File: src/spisf_pkg.sv
`default_nettype none
package spisf_pkg;
    localparam logic [7:0] STATUS_ADDR = 8'hbd;
    localparam logic [7:0] DATA_ADDR   = 8'hc0;
    localparam logic [7:0] MASK_ADDR   = 8'hc1;
    localparam logic [7:0] EVENT_ADDR  = 8'hc2;
    localparam logic [7:0] CTRL_ADDR   = 8'hc3;
    localparam int TDONE_BIT = 7;
    localparam int WRITE_COLLISION_FLAG_BIT  = 6;
    localparam int MODE_FAULT_FLAG_BIT  = 5;
    localparam int OVR_BIT   = 4;
    localparam int RFULL_BIT = 3;
    localparam int BUSY_BIT  = 2;
    localparam logic [7:0] STATUS_RESET = 8'h00;
    localparam logic [7:0] MASK_RESET   = 8'h00;
    localparam logic [1:0] CTRL_RESET   = 2'h0;
    localparam int CTRL_EN_BIT  = 0;
    localparam int CTRL_MST_BIT = 1;

    typedef struct packed {
        logic       wr;
        logic       rd;
        logic [7:0] addr;
        logic [7:0] wdata;
    } spisf_bus_type;

    typedef enum logic [1:0] {
        SPISF_IDLE = 2'b00,
        SPISF_BUSY = 2'b01,
        SPISF_END  = 2'b11
    } spisf_state_type;
endpackage
`default_nettype wire

File: src/spisf_track.sv
`default_nettype none
// Turns transfer-in-progress into busy level and one end pulse
module spisf_track (
    input  wire logic CLK,
    input  wire logic RST,
    input  wire logic in_progress,
    input  wire logic end_pulse,
    output logic      busy,
    output logic      done
);
    spisf_pkg::spisf_state_type state_q;
    spisf_pkg::spisf_state_type state_d;

    always_comb begin
        state_d = state_q;
        case (state_q)
            spisf_pkg::SPISF_IDLE: if (in_progress) state_d = spisf_pkg::SPISF_BUSY;
            spisf_pkg::SPISF_BUSY: if (end_pulse) state_d = spisf_pkg::SPISF_END;
            spisf_pkg::SPISF_END:  state_d = in_progress ? spisf_pkg::SPISF_BUSY
                                                         : spisf_pkg::SPISF_IDLE;
            default:               state_d = spisf_pkg::SPISF_IDLE;
        endcase
    end

    always_ff @(posedge CLK or posedge RST) begin
        if (RST) state_q <= spisf_pkg::SPISF_IDLE;
        else     state_q <= state_d;
    end

    assign busy = in_progress;
    assign done = (state_q == spisf_pkg::SPISF_BUSY) && end_pulse;
endmodule
`default_nettype wire

File: src/spisf_irq.sv
`default_nettype none
module spisf_irq (
    input  wire logic       CLK,
    input  wire logic       RST,
    input  wire logic [7:0] events,
    input  wire logic       clr,
    input  wire logic       mask_wr,
    input  wire logic [7:0] mask_wdata,
    input  wire logic       ack_rd,
    output logic      [7:0] mask,
    output logic      [7:0] pend,
    output logic            irq
);
    logic [7:0] mask_q;
    logic [7:0] pend_q;
    logic [7:0] pend_d;

    // A new event beats a read clear in the same cycle
    assign pend_d = (ack_rd ? 8'h00 : pend_q) | events;

    always_ff @(posedge CLK or posedge RST) begin
        if (RST) begin
            mask_q <= spisf_pkg::MASK_RESET;
            pend_q <= 8'h00;
        end else begin
            if (mask_wr) mask_q <= mask_wdata;
            pend_q <= clr ? 8'h00 : pend_d;
        end
    end

    assign mask = mask_q;
    assign pend = pend_q;
    assign irq  = |(pend_q & mask_q);
endmodule
`default_nettype wire

File: src/spisf_top.sv
`default_nettype none
// Notes on behaviour
// - Transfer-complete flag, bit 7, reset 0, set when a transfer ends.
// - Transfer-complete clears on interrupt vector or on software writing zero.
// - Write-collision flag, bit 6, set by data write while busy.
// - Write-collision clears on written zero or data write while idle.
// - Mode-fault, bit 5, set when master, detection on, select pin low.
// - Mode-fault setting clears peripheral enable and master select.
// - Overrun set at transfer end with receive-full set; cleared by zero or data read.
// - Receive-full set at transfer end; cleared by zero or data read.
// - Busy bit is read-only and follows transfer-in-progress.
// - One data register serves both transmit and receive.
module spisf_top (
    input  wire logic       CLK,
    input  wire logic       RST,
    input  wire logic [7:0] ADDR,
    input  wire logic [7:0] WDATA,
    input  wire logic       WR,
    input  wire logic       RD,
    output logic      [7:0] RDATA,
    input  wire logic       XFER_ACTIVE,
    input  wire logic       XFER_END,
    input  wire logic [7:0] RX_BYTE,
    input  wire logic       SEL_PIN,
    input  wire logic       SEL_DETECT_DISABLE,
    input  wire logic       VECTOR_ACK,
    output logic [7:0]      TX_BYTE,
    output logic            TX_LOAD,
    output logic            PERIPH_ENABLE,
    output logic            MASTER_SELECT,
    output logic            SPI_IRQ,
    output logic            EVENT_IRQ
);
    spisf_pkg::spisf_bus_type bus;
    logic       busy;
    logic       done;
    logic [7:0] ev_mask;
    logic [7:0] ev_pend;
    logic [7:0] data_q;
    logic [7:0] rdata_q;
    logic       tdone_q;
    logic       write_collision_flag_q;
    logic       mode_fault_flag_q;
    logic       ovr_q;
    logic       rfull_q;
    logic [1:0] ctrl_q;
    logic       tdone_d;
    logic       write_collision_flag_d;
    logic       mode_fault_flag_d;
    logic       ovr_d;
    logic       rfull_d;
    logic [1:0] ctrl_d;

    assign bus = '{wr: WR, rd: RD, addr: ADDR, wdata: WDATA};

    spisf_track u_track (
        .CLK         (CLK),
        .RST         (RST),
        .in_progress (XFER_ACTIVE),
        .end_pulse   (XFER_END),
        .busy        (busy),
        .done        (done)
    );

    wire status_wr = bus.wr && (bus.addr == spisf_pkg::STATUS_ADDR);
    wire data_wr   = bus.wr && (bus.addr == spisf_pkg::DATA_ADDR);
    wire data_rd   = bus.rd && (bus.addr == spisf_pkg::DATA_ADDR);
    wire mask_wr   = bus.wr && (bus.addr == spisf_pkg::MASK_ADDR);
    wire ctrl_wr   = bus.wr && (bus.addr == spisf_pkg::CTRL_ADDR);
    wire event_rd  = bus.rd && (bus.addr == spisf_pkg::EVENT_ADDR);
    wire zero_tdone = status_wr && !bus.wdata[spisf_pkg::TDONE_BIT];
    wire zero_write_collision_flag  = status_wr && !bus.wdata[spisf_pkg::WRITE_COLLISION_FLAG_BIT];
    wire zero_mode_fault_flag  = status_wr && !bus.wdata[spisf_pkg::MODE_FAULT_FLAG_BIT];
    wire zero_ovr   = status_wr && !bus.wdata[spisf_pkg::OVR_BIT];
    wire zero_rfull = status_wr && !bus.wdata[spisf_pkg::RFULL_BIT];
    wire coll_set  = data_wr && busy;
    wire coll_clr  = zero_write_collision_flag || (data_wr && !busy);
    // Fault only counts while master with detection enabled
    wire fault_set = !SEL_DETECT_DISABLE && ctrl_q[spisf_pkg::CTRL_MST_BIT] && !SEL_PIN;
    wire ovr_set   = done && rfull_q;

    // Every flag: hardware set wins over the clear in the same cycle
    assign tdone_d = done || (tdone_q && !(VECTOR_ACK || zero_tdone));
    assign write_collision_flag_d  = coll_set || (write_collision_flag_q && !coll_clr);
    assign mode_fault_flag_d  = fault_set || (mode_fault_flag_q && !zero_mode_fault_flag);
    assign ovr_d   = ovr_set || (ovr_q && !(zero_ovr || data_rd));
    assign rfull_d = done || (rfull_q && !(zero_rfull || data_rd));
    assign ctrl_d  = fault_set ? 2'h0 : (ctrl_wr ? bus.wdata[1:0] : ctrl_q);

    wire [7:0] status_word = {tdone_q, write_collision_flag_q, mode_fault_flag_q, ovr_q, rfull_q, busy, 2'b00};
    wire [7:0] events = {done, coll_set, fault_set, ovr_set, done, 3'b000};

    // Read mux, unmapped addresses answer zero
    wire [7:0] rd_mux =
        (bus.addr == spisf_pkg::STATUS_ADDR) ? status_word :
        (bus.addr == spisf_pkg::DATA_ADDR)   ? data_q :
        (bus.addr == spisf_pkg::MASK_ADDR)   ? ev_mask :
        (bus.addr == spisf_pkg::EVENT_ADDR)  ? ev_pend :
        (bus.addr == spisf_pkg::CTRL_ADDR)   ? {6'h00, ctrl_q} : 8'h00;

    spisf_irq u_irq (
        .CLK        (CLK),
        .RST        (RST),
        .events     (events),
        .clr        (1'b0),
        .mask_wr    (mask_wr),
        .mask_wdata (bus.wdata),
        .ack_rd     (event_rd),
        .mask       (ev_mask),
        .pend       (ev_pend),
        .irq        (EVENT_IRQ)
    );

    always_ff @(posedge CLK or posedge RST) begin
        if (RST) begin
            tdone_q <= 1'b0;
            write_collision_flag_q  <= 1'b0;
            mode_fault_flag_q  <= 1'b0;
            ovr_q   <= 1'b0;
            rfull_q <= 1'b0;
            ctrl_q  <= spisf_pkg::CTRL_RESET;
            data_q  <= 8'h00;
            rdata_q <= 8'h00;
        end else begin
            tdone_q <= tdone_d;
            write_collision_flag_q  <= write_collision_flag_d;
            mode_fault_flag_q  <= mode_fault_flag_d;
            ovr_q   <= ovr_d;
            rfull_q <= rfull_d;
            ctrl_q  <= ctrl_d;
            rdata_q <= bus.rd ? rd_mux : 8'h00;
            // Shared buffer; a received byte replaces the transmit byte
            if (done) data_q <= RX_BYTE;
            else if (data_wr && !busy) data_q <= bus.wdata;
        end
    end

    assign RDATA         = rdata_q;
    assign TX_BYTE       = data_q;
    assign TX_LOAD       = data_wr && !busy;
    assign PERIPH_ENABLE = ctrl_q[spisf_pkg::CTRL_EN_BIT];
    assign MASTER_SELECT = ctrl_q[spisf_pkg::CTRL_MST_BIT];
    assign SPI_IRQ       = tdone_q || write_collision_flag_q || mode_fault_flag_q;
endmodule
`default_nettype wire

File: config.mk
export PLATFORM = sky130hd
export DESIGN_NAME = spisf_top
export DESIGN_NICKNAME = d
export VERILOG_FILES = /design/src/spisf_pkg.sv /design/src/spisf_track.sv /design/src/spisf_irq.sv /design/src/spisf_top.sv
export SDC_FILE = /design/constraint.sdc
export NUM_CORES = 1
export LEC_CHECK = 0
export BUFFER_PORTS_ARGS = -buffer_cell sky130_fd_sc_hd__clkbuf_2
export CAP_MARGIN = 40
export CORE_MARGIN = 4
export CORE_UTILIZATION = 52
export CTS_CLUSTER_DIAMETER = 100
export DETAILED_ROUTE_END_ITERATION = 8
export GPL_ROUTABILITY_DRIVEN = 0
export PLACE_DENSITY_LB_ADDON = 0.15
export REMOVE_ABC_BUFFERS = 1
export SKIP_CTS_REPAIR_TIMING = 1
export SLEW_MARGIN = 40
export SYNTH_ARGS = -nofsm -noshare
export SYNTH_HDL_FRONTEND = slang
export SYNTH_HIERARCHICAL = 1
export SYNTH_SLANG_ARGS = --single-unit
File: constraint.sdc
create_clock -name CLK -period 3.3 [get_ports CLK]
set_input_delay 0.66 -clock CLK [delete_from_list [all_inputs] [get_ports CLK]]
set_output_delay 0.66 -clock CLK [all_outputs]
set_load 0.01 [all_outputs]
==> flow_summary.toml <==
[route]
wirelength_um = 4640
ant_nets = 0
drt-pass1-iter-count = 4
vias_per_cell = 5.42
vias = 1593
routedWlPerCell_um = 15.8
drt_iter0_markers = 86
drc = 0

[yosys]
synth.area.top_cells = "dfrtp_1, mux2_2, mux2_4"
synth_top_area_share_pct = 48.2
synthTopCellsByCount = "dfrtp_1, inv_1, mux2_2"
synth_edf_count = 0
netlist_area_um2 = 2130
synth_warnings = 6
ys_seq_elements = 41
synth_largest_area_cell = "dfrtp_1"
syn_area_per_cell_um2 = 11.4
ys_types = 41
yosysSeqAreaShare_pct = 48.2
synth_cells = 187
synth.most_common_cell = "dfrtp_1"
async_reset_ff_share_pct = 100
synth_ff_type = "dfrtp_1"

[floorplanning]
die_w_um = 72.0
start_util_pct = 56.0
fp.dieArea_um2 = 5180
rows = 22
fp.coreArea_um2 = 3800
die_h_um = 72.0
io-pin-count = 54

[sta]
rsz0062_at_grt = "no"
tns_ns = 0
fmax_mhz = 416
maxSlewViolCount = 0
fin_skew_ns = 0.00297
tightest_slew_ns = 0.665
report.final.setup_viol = 0
period_needed_ns = 2.41
hold_viol_final = 0
slew_headroom_pct = 55.6
period_share_pct = 72.9
holdWs_ns = 0.228

[final_layout]
area_growth_syn_to_layout_pct = 18.6
n_antenna_cell = 0
design_area_um2 = 2520
nets = 278
ff_latch_area_um2 = 1030
layout-drive-gt1-share_pct = 37.8
multi_input_area_um2 = 1020
fillers = 318

[worst_setup_path]
required_ns = 2.64
crit_path_max_incr_delay_ns = 0.38
cp_common_cell = "clkbuf_2"
path_cells = "clkbuf_2 -> and4bb_1 -> nand2_1 -> nor3_1 -> clkbuf_2"
start_kind = "input port"
timing.rr.start = "u_track/state_q[1]"
cp-end-kind = "output port"
worstSetupStartpoint = "ADDR[1]"
crit_family = "simple AND/OR/NAND/NOR gates"
cp.arrival_ns = 1.75
path_class = "in -> out"
worstPathMaxFanout = 15
worst-path-buf-inv = 2
cpMaxStageDelayCell = "and4bb_1"

[global_routing]
grt_use_total_pct = 19.9
antenna_found_initial = 0
grt_pass1_wl_um = 8090
grt_max_degree = 24
grt.overflow.total = 0
grt_pass1_vias = 1622

[clock_tree]
cts_made_buffers = 5
clkTransAtPathRegs_ns = 0.08
cts_tree = "done"
clk_latency_ns = 0.29
htreeDepth = 2
clock_path_buffers = 2
clockRootBuffer = "clkbuf_8"
clock_sinks = 41

[placed_design]
dp_hpwl_um = 3550
numPortBuffers = 53
place_area_um2 = 2440

[flow_run]
maxCapViolCount = 0

[worst_hold_path]
hold_class = "in -> async"

[status]
outcome = "finished clean"

[power_and_ir_drop]
vdd_drop_max_mv = 0.296
p_leak_nw = 1.20
power_mw = 1.15
power_density_nw_per_um2 = 454
per-stage QoR:
stage	util [%]	worst slack (ns)	instances
final	66.4	0.894	294
after global routing	66.4	0.724	294
after detailed placement	64.2	0.898	286
after global placement	64.2	0.910	286
after CTS	66.4	0.894	294
after floorplan	-	0.218	183
power breakdown:
group	leakage (nW)	total, mW	internal, mW	switching [mW]
logic	0.636	0.231	0.119	0.112
registers	0.522	0.601	0.557	0.0440
clock network	0.0385	0.314	0.150	0.164
total	1.20	1.15	0.826	0.320
sequential cells by signal, summed over array words and instances (netlist names):
name	count
u_irq/pend	8
mode_fault_flag_q	1
u_track/state_q	2
write_collision_flag_q	1
RDATA	8
TX_BYTE	8
u_irq/mask	8
rfull_q	1
ovr_q	1
tdone_q	1
ctrl_q	2
layout make-up:
class	instances	area share, %
inverters	13	1.93
flip-flops and latches	41	40.7
clock buffers	7	3.02
multi-input cells	129	40.6
repair buffers	55	11.1
clock inverters	1	0.297
well taps	48	2.38
worst reg2reg max path: cells and delay by family (launching register included):
family	cells	cell delay [ns]
buffers and inverters	1	0.08
and+or+nand+nor	1	0.39
DFF	1	0.37
muxes	1	0.39
path summary, 6_finish.rpt:
check                           slack, ns                 end  cells after the start
worst max-delay path                 0.89             TX_LOAD                      5
worst min-delay path                 0.23  u_track/state_q[1]                      2
worst max register to register       1.96          TX_BYTE[7]                      3
worst min register to register       0.51               ovr_q                      1
max in group asynchronous            2.40       u_irq/mask[5]                      2
min in group CLK                     0.51               ovr_q                      1
cell families (layout without fill, tap and decap cells):
kind of cell	count (synthesis)	in the layout	synth area share, %
mux	34	34	19.1
other cells	1	4	0.176
simple gates	59	59	18.1
buf+inv	20	76	4.41
compound gates	31	31	9.47
flops	41	41	48.2
fa+ha+maj	1	1	0.529
layout by cell type (no fill, tap or decap), types with 2 or more instances in the layout:
cell / n
clkbuf_2: 53
dfrtp_1: 41
mux2_2: 13
inv_1: 12
nor2_1: 11
nand2b_1: 11
mux2_1: 8
o21ai_0: 8
mux2_4: 8
a21oi_1: 8
nand2_1: 7
mux2i_1: 5
a22oi_1: 5
a221oi_1: 5
clkbuf_8: 5
nor3_1: 4
conb_1: 4
nand3b_1: 3
or3_1: 3
nor4_2: 2
nor3_2: 2
nor2b_1: 2
nand4_1: 2
a31o_1: 2
clkbuf_1: 2
buf_4: 2
and3_2: 2
routing by layer:
metal	global-route usage, %	part of all wire, %	vias to the layer above
met3	4.99	5.4	2
met1	28.2	48	768
met5	0	0	-
li1	-	-	780
met2	30.8	46	43
met4	5.01	0.41	0
No activity file was read; power rests on OpenSTA's default activity.
